### config.mk
export PLATFORM = sky130hd
export DESIGN_NAME = pin_route_ctrl
export DESIGN_NICKNAME = d
export VERILOG_FILES = /design/src/rtl/pin_route_pkg.sv /design/src/rtl/module_gate.sv /design/src/rtl/pin_route_ctrl.sv /design/src/rtl/route_field.sv
export SDC_FILE = /design/constraint.sdc
export NUM_CORES = 1
export LEC_CHECK = 0
export ABC_CLOCK_PERIOD_IN_PS = 3890
export BUFFER_PORTS_ARGS = -buffer_cell sky130_fd_sc_hd__buf_2
export CAP_MARGIN = 10
export CORE_MARGIN = 2
export CORE_UTILIZATION = 40
export CTS_CLUSTER_SIZE = 16
export DETAILED_ROUTE_END_ITERATION = 8
export PLACE_DENSITY = 0.65
export SYNTH_ARGS = -nofsm -noshare
export SYNTH_HDL_FRONTEND = slang
export SYNTH_HIERARCHICAL = 1
export SYNTH_SLANG_ARGS = --single-unit
### constraint.sdc
create_clock -name mclk_i -period 3.89 [get_ports mclk_i]
set_clock_uncertainty 0.05 [all_clocks]
set_input_delay 0.1945 -clock mclk_i [delete_from_list [all_inputs] [get_ports mclk_i]]
set_output_delay 0.1945 -clock mclk_i [all_outputs]
set_load 0.005 [all_outputs]
### src/rtl/pin_route_pkg.sv
/*
 * Constants, register map and carrier types for the module disable and
 * pin routing lock block.
 * Assumes one 100 MHz system clock and an 8-bit register port driven by a
 * core that never issues a read and a write in the same cycle.
 */
// How it works
// Lock flag set blocks every routing selection write; clear lets them change.
// Lock flag is bit 0 only, cleared by every reset, bits 7-1 read zero.
// Input routing fields are 6 bits, output routing fields 5 bits, upper bits zero.
// Second port output routing exists only on the larger pin-count variant.
// After any reset every module disable bit is clear, so all modules run.
// A set disable bit stops the module clock and control inputs.
// Disabled module is held in reset, its writes dropped and reads zero.
// Clearing the disable bit restarts the module from its reset values.
// A re-enabled module may take up to one instruction cycle to become active.
// Software should not touch a re-enabled module for one instruction.
// Disabling a module also disables its input routing selection registers.
// Disabling removes all switching activity inside the module.
// Each module has its own disable bit: one disables, zero enables.
// Lock covers input and output routing registers only, nothing else.
package pin_route_pkg;

    // Bus and field widths
    localparam int ADDR_W = 8;
    localparam int DATA_W = 8;
    localparam int IN_SEL_W = 6;
    localparam int OUT_SEL_W = 5;

    // Counts of controlled modules and routing registers
    localparam int NUM_MODULES = 10;
    localparam int DIS_HI_W = NUM_MODULES - 8;
    localparam int NUM_IN_ROUTES = 18;
    localparam int NUM_OUT_A = 6;
    localparam int NUM_OUT_C = 8;
    localparam int NUM_OUT_ROUTES = NUM_OUT_A + NUM_OUT_C;

    // Register offsets
    localparam logic [ADDR_W-1:0] OFS_LOCK = 8'h00;
    localparam logic [ADDR_W-1:0] OFS_IN_BASE = 8'h01;
    localparam logic [ADDR_W-1:0] OFS_OUT_BASE = 8'h20;
    localparam logic [ADDR_W-1:0] OFS_DIS_LO = 8'h30;
    localparam logic [ADDR_W-1:0] OFS_DIS_HI = 8'h31;
    localparam logic [ADDR_W-1:0] OFS_RDY_LO = 8'h32;
    localparam logic [ADDR_W-1:0] OFS_RDY_HI = 8'h33;

    // Field positions and values after reset
    localparam int LOCK_BIT = 0;
    localparam logic RST_LOCK = 1'b0;
    localparam logic [IN_SEL_W-1:0] RST_IN_SEL = 6'h00;
    localparam logic [OUT_SEL_W-1:0] RST_OUT_SEL = 5'h00;
    localparam logic [NUM_MODULES-1:0] RST_DISABLE = 10'h000;

    // Wake-up time of a re-enabled module
    localparam int CLK_PERIOD_NS = 10;
    localparam int INSTR_CYCLE_NS = 40;
    localparam int WAKE_CYCLES = INSTR_CYCLE_NS / CLK_PERIOD_NS;

    // Module indices: tmr0 0, tmr1 1, tmr2 2, ccp1 3, ccp2 4, cwg 5,
    // sync serial 6, uart 7, logic cells 8, adc 9; the irq input has none
    localparam logic [3:0] NO_OWNER = 4'hf;
    localparam logic [3:0] IN_OWNER [NUM_IN_ROUTES] = '{
        4'hf, 4'h0, 4'h1, 4'h1, 4'h2, 4'h3, 4'h4, 4'h5, 4'h6,
        4'h6, 4'h6, 4'h7, 4'h7, 4'h8, 4'h8, 4'h8, 4'h8, 4'h9
    };

    // One register port request
    typedef struct packed {
        logic [ADDR_W-1:0] addr;
        logic [DATA_W-1:0] wdata;
        logic wr;
        logic rd;
    } bus_req_t;

endpackage

### src/rtl/module_gate.sv
/*
 * Per-module disable gate: clock enable, held reset, wake-up delay and
 * gating of the module's own register writes and read data.
 * Assumes the disable level comes from a register on the same clock.
 */
module module_gate
    import pin_route_pkg::*;
#(
    parameter logic [3:0] WAKE = 4'(WAKE_CYCLES)
)
(
    // Clock and reset
    input wire logic mclk_i,
    input wire logic rst_n_i,
    // Control
    input wire logic disable_i,
    // Module register access from the core
    input wire logic sfr_wr_i,
    input wire logic [DATA_W-1:0] sfr_rdata_i,
    // Towards the module, plus ready and gated read data for the core
    output logic clk_en_o,
    output logic mod_rst_n_o,
    output logic ready_o,
    output logic sfr_wr_o,
    output logic [DATA_W-1:0] sfr_rdata_o
);
    localparam int WAKE_I = int'(WAKE);

    typedef struct packed {
        logic clk_en;
        logic mod_rst_n;
        logic ready;
        logic [3:0] cnt;
        logic sfr_wr;
        logic [DATA_W-1:0] sfr_rdata;
    } state_t;

    state_t st;
    state_t next_st;

    // Disable stops everything; enable counts the wake-up time
    always_comb
    begin
        next_st = st;
        if (disable_i)
        begin
            next_st.clk_en = 1'b0;
            next_st.mod_rst_n = 1'b0;
            next_st.ready = 1'b0;
            next_st.cnt = 4'h0;
            next_st.sfr_wr = 1'b0;
            next_st.sfr_rdata = 8'h00;
        end
        else
        begin
            next_st.clk_en = 1'b1;
            next_st.mod_rst_n = 1'b1;
            if (st.cnt < WAKE)
            begin
                next_st.cnt = st.cnt + 4'h1;
            end
            next_st.ready = (next_st.cnt == WAKE);
            next_st.sfr_wr = sfr_wr_i;
            next_st.sfr_rdata = sfr_rdata_i;
        end
    end

    // Reset holds the module in reset but clocked, as if just enabled
    always_ff @(posedge mclk_i or negedge rst_n_i)
    begin
        if (!rst_n_i)
        begin
            st <= '{clk_en: 1'b1, mod_rst_n: 1'b0, ready: 1'b0, cnt: 4'h0,
                    sfr_wr: 1'b0, sfr_rdata: 8'h00};
        end
        else
        begin
            st <= next_st;
        end
    end

    assign clk_en_o = st.clk_en;
    assign mod_rst_n_o = st.mod_rst_n;
    assign ready_o = st.ready;
    assign sfr_wr_o = st.sfr_wr;
    assign sfr_rdata_o = st.sfr_rdata;

    a_disable_stops_all: assert property (@(posedge mclk_i) disable iff (!rst_n_i)
        disable_i |=> !clk_en_o && !mod_rst_n_o && !ready_o)
        else $error("disabled module still clocked or out of reset");

    a_disabled_access_dead: assert property (@(posedge mclk_i) disable iff (!rst_n_i)
        disable_i |=> !sfr_wr_o && (sfr_rdata_o == 8'h00))
        else $error("disabled module register access not blocked");

    a_wake_timing: assert property (@(posedge mclk_i) disable iff (!rst_n_i)
        ($fell(disable_i) ##1 !disable_i [*4]) |-> ready_o == (WAKE_I <= 4))
        else $error("wake-up delay wrong");

endmodule

### src/rtl/pin_route_ctrl.sv
/*
 * Module disable control and pin routing lock: register port, disable
 * bits, routing lock flag, routing selection registers and per-module
 * gates for the peripheral modules.
 * Assumes a core that strobes reads and writes for one cycle each, never
 * both together, and takes read data in the cycle after the read strobe.
 * The peripherals use the clock enables through their own clock gates.
 */
module pin_route_ctrl
    import pin_route_pkg::*;
#(
    parameter bit LARGE_VARIANT = 1'b1
)
(
    // Clock and reset
    input wire logic mclk_i,
    input wire logic rst_n_i,
    // Register port
    input wire bus_req_t bus_i,
    output logic [DATA_W-1:0] rd_data_o,
    // Module register access from the core
    input wire logic [NUM_MODULES-1:0] sfr_wr_i,
    input wire logic [NUM_MODULES-1:0][DATA_W-1:0] sfr_rdata_i,
    // Module control
    output logic [NUM_MODULES-1:0] mod_clk_en_o,
    output logic [NUM_MODULES-1:0] mod_rst_n_o,
    output logic [NUM_MODULES-1:0] mod_ready_o,
    output logic [NUM_MODULES-1:0] sfr_wr_o,
    output logic [NUM_MODULES-1:0][DATA_W-1:0] sfr_rdata_o,
    // Routing selections
    output logic lock_o,
    output logic [NUM_IN_ROUTES-1:0][IN_SEL_W-1:0] in_sel_o,
    output logic [NUM_OUT_ROUTES-1:0][OUT_SEL_W-1:0] out_sel_o
);
    typedef struct packed {
        logic lock;
        logic [NUM_MODULES-1:0] dis;
        logic [DATA_W-1:0] rd_data;
    } state_t;

    state_t st;
    state_t next_st;

    // Per-register write strobes and holds
    logic [NUM_IN_ROUTES-1:0] in_wr;
    logic [NUM_IN_ROUTES-1:0] in_hold;
    logic [NUM_OUT_ROUTES-1:0] out_wr;
    logic [NUM_OUT_ROUTES-1:0] out_present;

    // Control registers and read mux
    always_comb
    begin
        next_st = st;
        next_st.rd_data = 8'h00;

        if (bus_i.wr)
        begin
            case (bus_i.addr)
                OFS_LOCK:
                begin
                    // Lock flag itself stays writable
                    next_st.lock = bus_i.wdata[LOCK_BIT];
                end
                OFS_DIS_LO:
                begin
                    next_st.dis[7:0] = bus_i.wdata;
                end
                OFS_DIS_HI:
                begin
                    next_st.dis[NUM_MODULES-1:8] = bus_i.wdata[DIS_HI_W-1:0];
                end
                default:
                begin
                    next_st.dis = st.dis;
                end
            endcase
        end

        // Read data stands only in the cycle after the strobe
        if (bus_i.rd)
        begin
            case (bus_i.addr)
                OFS_LOCK:
                begin
                    next_st.rd_data = {7'h00, st.lock};
                end
                OFS_DIS_LO:
                begin
                    next_st.rd_data = st.dis[7:0];
                end
                OFS_DIS_HI:
                begin
                    next_st.rd_data = 8'(st.dis[NUM_MODULES-1:8]);
                end
                OFS_RDY_LO:
                begin
                    next_st.rd_data = mod_ready_o[7:0];
                end
                OFS_RDY_HI:
                begin
                    next_st.rd_data = 8'(mod_ready_o[NUM_MODULES-1:8]);
                end
                default:
                begin
                    next_st.rd_data = 8'h00;
                end
            endcase

            // Routing fields; held ones already read as zero
            for (int i = 0; i < NUM_IN_ROUTES; i++)
            begin
                if (bus_i.addr == OFS_IN_BASE + 8'(i))
                begin
                    next_st.rd_data = {2'b00, in_sel_o[i]};
                end
            end
            for (int j = 0; j < NUM_OUT_ROUTES; j++)
            begin
                if (bus_i.addr == OFS_OUT_BASE + 8'(j) && out_present[j])
                begin
                    next_st.rd_data = {3'b000, out_sel_o[j]};
                end
            end
        end
    end

    // Every reset enables all modules and unlocks routing
    always_ff @(posedge mclk_i or negedge rst_n_i)
    begin
        if (!rst_n_i)
        begin
            st <= '{lock: RST_LOCK, dis: RST_DISABLE, rd_data: 8'h00};
        end
        else
        begin
            st <= next_st;
        end
    end

    assign lock_o = st.lock;
    assign rd_data_o = st.rd_data;

    // Input routing: lock and owner disable both block writes
    for (genvar gi = 0; gi < NUM_IN_ROUTES; gi++)
    begin : g_in
        if (IN_OWNER[gi] == NO_OWNER)
        begin : g_free
            // No owner module: nothing can hold this field
            assign in_hold[gi] = 1'b0;
        end
        else
        begin : g_owned
            // Owner index is only in range on this branch
            assign in_hold[gi] = st.dis[IN_OWNER[gi]];
        end
        assign in_wr[gi] = bus_i.wr && (bus_i.addr == OFS_IN_BASE + 8'(gi))
                           && !st.lock;

        route_field #(
            .W(IN_SEL_W),
            .RST(RST_IN_SEL)
        ) u_in (
            .mclk_i(mclk_i),
            .rst_n_i(rst_n_i),
            .wr_i(in_wr[gi]),
            .wdata_i(bus_i.wdata[IN_SEL_W-1:0]),
            .hold_rst_i(in_hold[gi]),
            .sel_o(in_sel_o[gi])
        );
    end

    // Output routing: the second port exists only on the larger variant
    for (genvar go = 0; go < NUM_OUT_ROUTES; go++)
    begin : g_out
        if (go < NUM_OUT_A || LARGE_VARIANT)
        begin : g_on
            assign out_present[go] = 1'b1;
            assign out_wr[go] = bus_i.wr && (bus_i.addr == OFS_OUT_BASE + 8'(go))
                                && !st.lock;

            route_field #(
                .W(OUT_SEL_W),
                .RST(RST_OUT_SEL)
            ) u_out (
                .mclk_i(mclk_i),
                .rst_n_i(rst_n_i),
                .wr_i(out_wr[go]),
                .wdata_i(bus_i.wdata[OUT_SEL_W-1:0]),
                .hold_rst_i(1'b0),
                .sel_o(out_sel_o[go])
            );
        end
        else
        begin : g_off
            // Absent pins: nothing stored, reads fall to zero
            assign out_present[go] = 1'b0;
            assign out_wr[go] = 1'b0;
            assign out_sel_o[go] = RST_OUT_SEL;
        end
    end

    // One gate per module; the gate owns the wake-up count
    for (genvar gm = 0; gm < NUM_MODULES; gm++)
    begin : g_mod
        module_gate #(
            .WAKE(4'(WAKE_CYCLES))
        ) u_gate (
            .mclk_i(mclk_i),
            .rst_n_i(rst_n_i),
            .disable_i(st.dis[gm]),
            .sfr_wr_i(sfr_wr_i[gm]),
            .sfr_rdata_i(sfr_rdata_i[gm]),
            .clk_en_o(mod_clk_en_o[gm]),
            .mod_rst_n_o(mod_rst_n_o[gm]),
            .ready_o(mod_ready_o[gm]),
            .sfr_wr_o(sfr_wr_o[gm]),
            .sfr_rdata_o(sfr_rdata_o[gm])
        );
    end

    // A locked write to the irq routing field leaves it untouched
    a_lock_blocks_in: assert property (@(posedge mclk_i) disable iff (!rst_n_i)
        (st.lock && bus_i.wr && bus_i.addr == OFS_IN_BASE) |=> $stable(in_sel_o[0]))
        else $error("locked input routing changed");

    a_lock_blocks_out: assert property (@(posedge mclk_i) disable iff (!rst_n_i)
        (st.lock && bus_i.wr && bus_i.addr == OFS_OUT_BASE) |=> $stable(out_sel_o[0]))
        else $error("locked output routing changed");

    a_unlock_writes: assert property (@(posedge mclk_i) disable iff (!rst_n_i)
        (!st.lock && bus_i.wr && bus_i.addr == OFS_OUT_BASE)
        |=> out_sel_o[0] == $past(bus_i.wdata[OUT_SEL_W-1:0]))
        else $error("unlocked output routing write lost");

    a_lock_read_back: assert property (@(posedge mclk_i) disable iff (!rst_n_i)
        (bus_i.rd && bus_i.addr == OFS_LOCK) |=> rd_data_o == {7'h00, $past(st.lock)})
        else $error("lock register read wrong");

    a_lock_spares_disable: assert property (@(posedge mclk_i) disable iff (!rst_n_i)
        (st.lock && bus_i.wr && bus_i.addr == OFS_DIS_HI)
        |=> st.dis[NUM_MODULES-1:8] == $past(bus_i.wdata[DIS_HI_W-1:0]))
        else $error("lock blocked a disable bit write");

    a_read_one_cycle: assert property (@(posedge mclk_i) disable iff (!rst_n_i)
        !bus_i.rd |=> rd_data_o == 8'h00)
        else $error("read data outside its cycle");

    a_disable_gates_clk: assert property (@(posedge mclk_i) disable iff (!rst_n_i)
        (bus_i.wr && bus_i.addr == OFS_DIS_LO && bus_i.wdata[0]) |-> ##2 !mod_clk_en_o[0])
        else $error("disable bit did not stop module clock");

    a_owner_holds_route: assert property (@(posedge mclk_i) disable iff (!rst_n_i)
        st.dis[1] |=> in_sel_o[2] == RST_IN_SEL && in_sel_o[3] == RST_IN_SEL)
        else $error("disabled module routing not held");

    a_small_port_absent: assert property (@(posedge mclk_i) disable iff (!rst_n_i)
        (!LARGE_VARIANT && bus_i.rd && bus_i.addr >= OFS_OUT_BASE + 8'(NUM_OUT_A)
         && bus_i.addr < OFS_OUT_BASE + 8'(NUM_OUT_ROUTES))
        |=> rd_data_o == 8'h00)
        else $error("absent output routing register reads nonzero");

endmodule

### src/rtl/route_field.sv
/*
 * One pin routing selection field with write gating and held reset.
 * Assumes the write strobe is already decoded and qualified by the lock.
 */
module route_field
#(
    parameter int W = 6,
    parameter logic [W-1:0] RST = '0
)
(
    // Clock and reset
    input wire logic mclk_i,
    input wire logic rst_n_i,
    // Write and hold
    input wire logic wr_i,
    input wire logic [W-1:0] wdata_i,
    input wire logic hold_rst_i,
    // Selection
    output logic [W-1:0] sel_o
);
    typedef struct packed {
        logic [W-1:0] sel;
    } state_t;

    state_t st;
    state_t next_st;

    // Held reset beats a write
    always_comb
    begin
        next_st = st;
        if (hold_rst_i)
        begin
            next_st.sel = RST;
        end
        else if (wr_i)
        begin
            next_st.sel = wdata_i;
        end
    end

    always_ff @(posedge mclk_i or negedge rst_n_i)
    begin
        if (!rst_n_i)
        begin
            st <= '{sel: RST};
        end
        else
        begin
            st <= next_st;
        end
    end

    assign sel_o = st.sel;

    a_hold_resets_sel: assert property (@(posedge mclk_i) disable iff (!rst_n_i)
        hold_rst_i |=> sel_o == RST)
        else $error("held routing field not at reset value");

    a_write_lands: assert property (@(posedge mclk_i) disable iff (!rst_n_i)
        (wr_i && !hold_rst_i) |=> sel_o == $past(wdata_i))
        else $error("routing field write lost");

endmodule

== Word-level counts from Yosys, hierarchy flattened ==
Index checks and enable logic that the tools add are counted.

* Register bits: 357
* Input port bits: 110
* Output and inout port bits: 307

* Add/sub/neg operators: 10
* Magnitude comparators: 10
* Eq/ne operators: 46
* Muxes and demuxes: 98
* Reductions and logical operators: 86

{| class="wikitable"
|+ Operators with widths
! operator !! number
|-
| 8-bit 2-to-1 mux || 33
|-
| 6-bit 2-to-1 mux || 34
|-
| 16-bit 2-to-1 mux || 10
|-
| 8-bit by 6-bit equality test with 1-bit output (second input constant) || 18
|-
| 4-bit 2-to-1 mux || 20
|-
| 8-bit by 4-bit equality test with 1-bit output (second input constant) || 8
|-
| 1-bit logical AND || 64
|-
| 4-bit by 1-bit adder with 4-bit output (second input constant) || 10
|-
| 4-bit by 3-bit equality test with 1-bit output (second input constant) || 10
|-
| 4-bit by 3-bit < comparator with 1-bit output (second input constant) || 10
|-
| 8-bit one-hot mux with 5 select lines || 1
|-
| 2-bit nonzero test || 17
|-
| 8-bit by 3-bit equality test with 1-bit output (second input constant) || 4
|-
| 8-bit by 5-bit equality test with 1-bit output (second input constant) || 3
|-
| 8-bit by 2-bit equality test with 1-bit output (second input constant) || 2
|-
| 8-bit by 1-bit equality test with 1-bit output (second input constant) || 1
|-
| 8-bit logical NOT || 1
|-
| 2-bit AND reduction || 3
|-
| 1-bit logical NOT || 1
|}

== Logic depth before layout (Yosys ltp) ==
* Depth after elaboration: 35
* Mapped depth: 10

== Cells and area by module ==
Netlist, hierarchy kept.

{| class="wikitable"
|+ Modules (own cells, without submodules)
! module !! times used !! cells each !! area each (µm²) !! sequential area each (µm²)
|-
| module_gate (g_mod[1].u_gate ...) || 9 || 48 || 631.9 || 401.6
|-
| route_field (g_in[0].u_in ...) || 18 || 19 || 244.0 || 150.1
|-
| pin_route_ctrl || 1 || 495 || 3427.0 || 475.5
|-
| route_field (g_out[0].g_on.u_out ...) || 14 || 16 || 205.2 || 125.1
|-
| module_gate (g_mod[0].u_gate) || 1 || 48 || 628.1 || 401.6
|}

== Worst setup path after synthesis ==
No wires, ideal clock.

* Kind: input to register
* From: input bus_i[11] (netlist bit)
* To: register st, in the netlist rd_data_o[2]
* Library setup time: 134 ps
* Arrival time: 1719 ps
* Setup slack: 1987 ps
* Cell stages on the path: 8
* Cell sequence: buf_2 > buf_2 > buf_2 > buf_2 > mux2i_1 > o221ai_1 > a2111oi_0 > a21oi_1

{| class="wikitable"
|+ RTL lines
! what !! line !! RTL
|-
| start: declaration || pin_route_ctrl.sv:19 || <nowiki>input wire bus_req_t bus_i,</nowiki>
|-
| end signal: assignment || pin_route_ctrl.sv:132 || <nowiki>st <= '{lock: RST_LOCK, dis: RST_DISABLE, rd_data: 8'h00};</nowiki>
|-
| end signal: assignment || pin_route_ctrl.sv:136 || <nowiki>st <= next_st;</nowiki>
|-
| end: declaration || pin_route_ctrl.sv:41 || <nowiki>state_t st;</nowiki>
|}

==> impl_metrics.env <==
export IMPL_outcome="complete, no violations"
export IMPL_viasPerCell=5.30
export IMPL_post_synth_top_count_cell="dfrtp_1"
export IMPL_die_width_um=210
export IMPL_drc=0
export IMPL_drv_cap=0
export IMPL_post_drt_wl_per_cell_um=21.8
export IMPL_hold_viol=0
export IMPL_grt_pass1_wl_mm=85.0
export IMPL_synthAdderAreaFrac_pct=0.736
export IMPL_post_cts_buffers=0
export IMPL_grt_overflow=0
export IMPL_vias=13797
export IMPL_dp_hpwl_mm=39.9
export IMPL_clock_sinks=357
export IMPL_clk_latency_ns=0.56
export IMPL_antenna_cells=0
export IMPL_coreArea_um2=41900
export IMPL_synth_top_family_by_area="simple AND/OR/NAND/NOR gates"
export IMPL_async_flop_share_pct=100
export IMPL_powerDensity_nw_per_um2=450
export IMPL_synth_edf_count=0
export IMPL_vdd_drop_max_uv=344
export IMPL_gp_congestion=0.976
export IMPL_port_buffers=416
export IMPL_cts_root_buf="clkbuf_16"
export IMPL_cts_tree="yes"
export IMPL_netlist_instances=1541
export IMPL_critical_path_class="input port to flip-flop"
export IMPL_critical_path_required_ns=4.33
export IMPL_synth_compound_gate_area_share_pct=9.51
export IMPL_worst_r2r_startpoint="in_hold[2]"
export IMPL_drive_gt1_share_pct=28.7
export IMPL_grt_pass1_vias=13900
export IMPL_period_share_pct=63.5
export IMPL_synth_top_cell_by_area="dfrtp_1"
export IMPL_syn_area_um2=17000
export IMPL_fmaxAchievable_mhz=405
export IMPL_area_growth_syn_to_layout_pct=25.7
export IMPL_leakagePower_nw=10.1
export IMPL_worst_pin_slew_ns=1.05
export IMPL_firstDrtPassIters=6
export IMPL_min_delay_worst_endpoint="g_in[16].u_in/sel_o[5]"
export IMPL_synth_simple_gate_area_share_pct=16.2
export IMPL_wl_mm=56.6
export IMPL_r2r_setup_slack_ns=1.49
export IMPL_min_period_ns=2.47
export IMPL_antenna_found_initial=0
export IMPL_endpoint_kind="flip-flop"
export IMPL_clk_path_buf_depth=3
export IMPL_ys_seq_area_share_pct=52.6
export IMPL_yosys_warnings=6
export IMPL_setup_viol=0
export IMPL_io_pins=417
export IMPL_rsz0062_at_grt="false"
export IMPL_crit_fanout=27
export IMPL_ys_types=77
export IMPL_timing_rr_end="rd_data_o[1]"
export IMPL_hold_depth=3
export IMPL_fp_dieArea_um2=44200
export IMPL_slew_viol_final=0
export IMPL_start_util_pct=40.5
export IMPL_rows=75
export IMPL_nNetsFinal=2151
export IMPL_muxShareOfSynthArea_pct=13.5
export IMPL_avgSynthCellArea_um2=11.0
export IMPL_hp_class="input port to flip-flop"
export IMPL_synth_area_leaders="dfrtp_1 51%, mux2i_1 12%, nor2_1 5.5%, nor2b_1 4.3%, buf_4 3.7%"
export IMPL_final_cell_count_no_fill=2601
export IMPL_hp_start="bus_i[7]"
export IMPL_ff2ff_path_depth=7
export IMPL_synth_flop_cell="dfrtp_1"
export IMPL_grt_total_usage_pct=25.4
export IMPL_dpl_cell_count=2433
export IMPL_drt_iter0_markers=1196
export IMPL_cp_arrival_ns=2.91
export IMPL_grt_max_degree=102
export IMPL_synth_xor_area_share_pct=0
export IMPL_synth_common_cells="347 x dfrtp_1, 251 x nor2_1, 198 x mux2i_1"
export IMPL_finalSetupTns_ns=0
export IMPL_ant_nets=0
export IMPL_synthDominantCellAreaShare_pct=51.1
export IMPL_maxSlewHeadroom_pct=29.9
export IMPL_cts_clk_slew_worst_paths_ns=0.06
export IMPL_die_h_um=210
export IMPL_synth_seq_cells=357
export IMPL_cts_htree_levels=2
export IMPL_cts_buffers=40
export IMPL_cp_start_kind="input port"
-- how the worst max path moves through the flow --
stage | from | to | cells past startpoint
global route | bus_i[14] | rd_data_o[4] | 8
finish | bus_i[12] | rd_data_o[0] | 8
detailed placement | bus_i[14] | rd_data_o[4] | 8
global placement | bus_i[10] | in_hold[11] | 5
floorplan | bus_i[11] | rd_data_o[2] | 8
CTS | in_hold[2] | rd_data_o[1] | 7
-- layout make-up --
cell class	count	area [um2]
tap	539	674
sequential	357	8950
clock inverter	13	159
timing repair buffer	537	3280
clock buffer	60	1200
inverter	13	48.8
multi-input combinational	1082	7080
fill	3790	20600
-- registers in the layout (all words and copies together), names as in the netlist --
| register | flops |
|---|---|
| g_in.u_in/sel_o | 108 |
| g_mod.u_gate/sfr_rdata_o | 80 |
| g_out.g_on.u_out/sel_o | 70 |
| g_mod.u_gate/st | 40 |
| g_mod.u_gate/clk_en_o | 10 |
| g_mod.u_gate/mod_rst_n_o | 10 |
| g_mod.u_gate/ready_o | 10 |
| g_mod.u_gate/sfr_wr_o | 10 |
| in_hold | 10 |
| rd_data_o | 8 |
| lock_o | 1 |
-- routing by layer --
metal  GRT usage, %  wire length, um  up-vias
met5              0                0        -
met2           41.4            27000      646
li1               -                -     6186
met1           31.2            21700     6826
met4           11.4             2390        0
met3           7.81             5560      139
-- where the power goes --
part           switching (W)  internal [W]  leakage [nW]
combinational       0.000670      0.000728          4.86
clock                0.00156       0.00233         0.659
sequential          0.000320       0.00402          4.60
-- critical path, cell delays in order --
cell	delay (ns)
buf_2	0.46
nor2b_1	0.75
nand3_1	0.27
a211oi_1	0.26
o21ai_0	0.14
a221oi_1	0.52
o21ai_1	0.13
a21oi_1	0.16
-- stage by stage --
step | utilization (%) | power, W | setup slack (ns) | hold slack [ns] | area (um2)
after floorplan | - | 0.00515 | 1.99 | -0.151 | 17300
after global placement | 45.5 | 0.00565 | 1.15 | 0.218 | 19100
after detailed placement | 45.5 | 0.00573 | 1.01 | 0.217 | 19100
after CTS | 51.0 | 0.00974 | 1.46 | 0.127 | 21400
after global routing | 51.0 | 0.0101 | 1.28 | 0.149 | 21400
final | 51.0 | 0.00963 | 1.42 | 0.154 | 21400
-- cells in the final DEF (no fill, tap or decap), types with 8 or more instances in the layout --
cell / count
dlygate4sd3_1: 95
nor2b_1: 117
buf_2: 414
conb_1: 76
o22ai_1: 12
a211oi_2: 10
dfrtp_1: 347
nand3_1: 14
mux2_2: 22
or3_1: 12
clkbuf_16: 41
a31oi_1: 8
a211oi_1: 16
a22oi_1: 8
ha_1: 10
o21ai_0: 54
a21oi_1: 68
nor3_1: 12
nand2_1: 48
or3b_1: 10
clkbuf_8: 10
inv_1: 13
mux2i_1: 198
buf_4: 24
or3b_2: 12
nand4bb_2: 9
nor2_1: 251
dfstp_2: 10
o21a_1: 11
clkbuf_1: 9
-- timing repair --
item / CTS / global route
resized for setup: 0 / 0
hold endpoints to repair: 185 / 0
hold buffers: 95 / 0
-- logic make-up after synthesis --
group,after synthesis
AND/OR/NAND/NOR,527
flip-flops,357
AO/OA/AOI/OAI,246
multiplexers,223
buffers and inverters,177
adder cells (fa/ha/maj),10
other,1
Note: power is estimated with default switching activity, not from simulation.
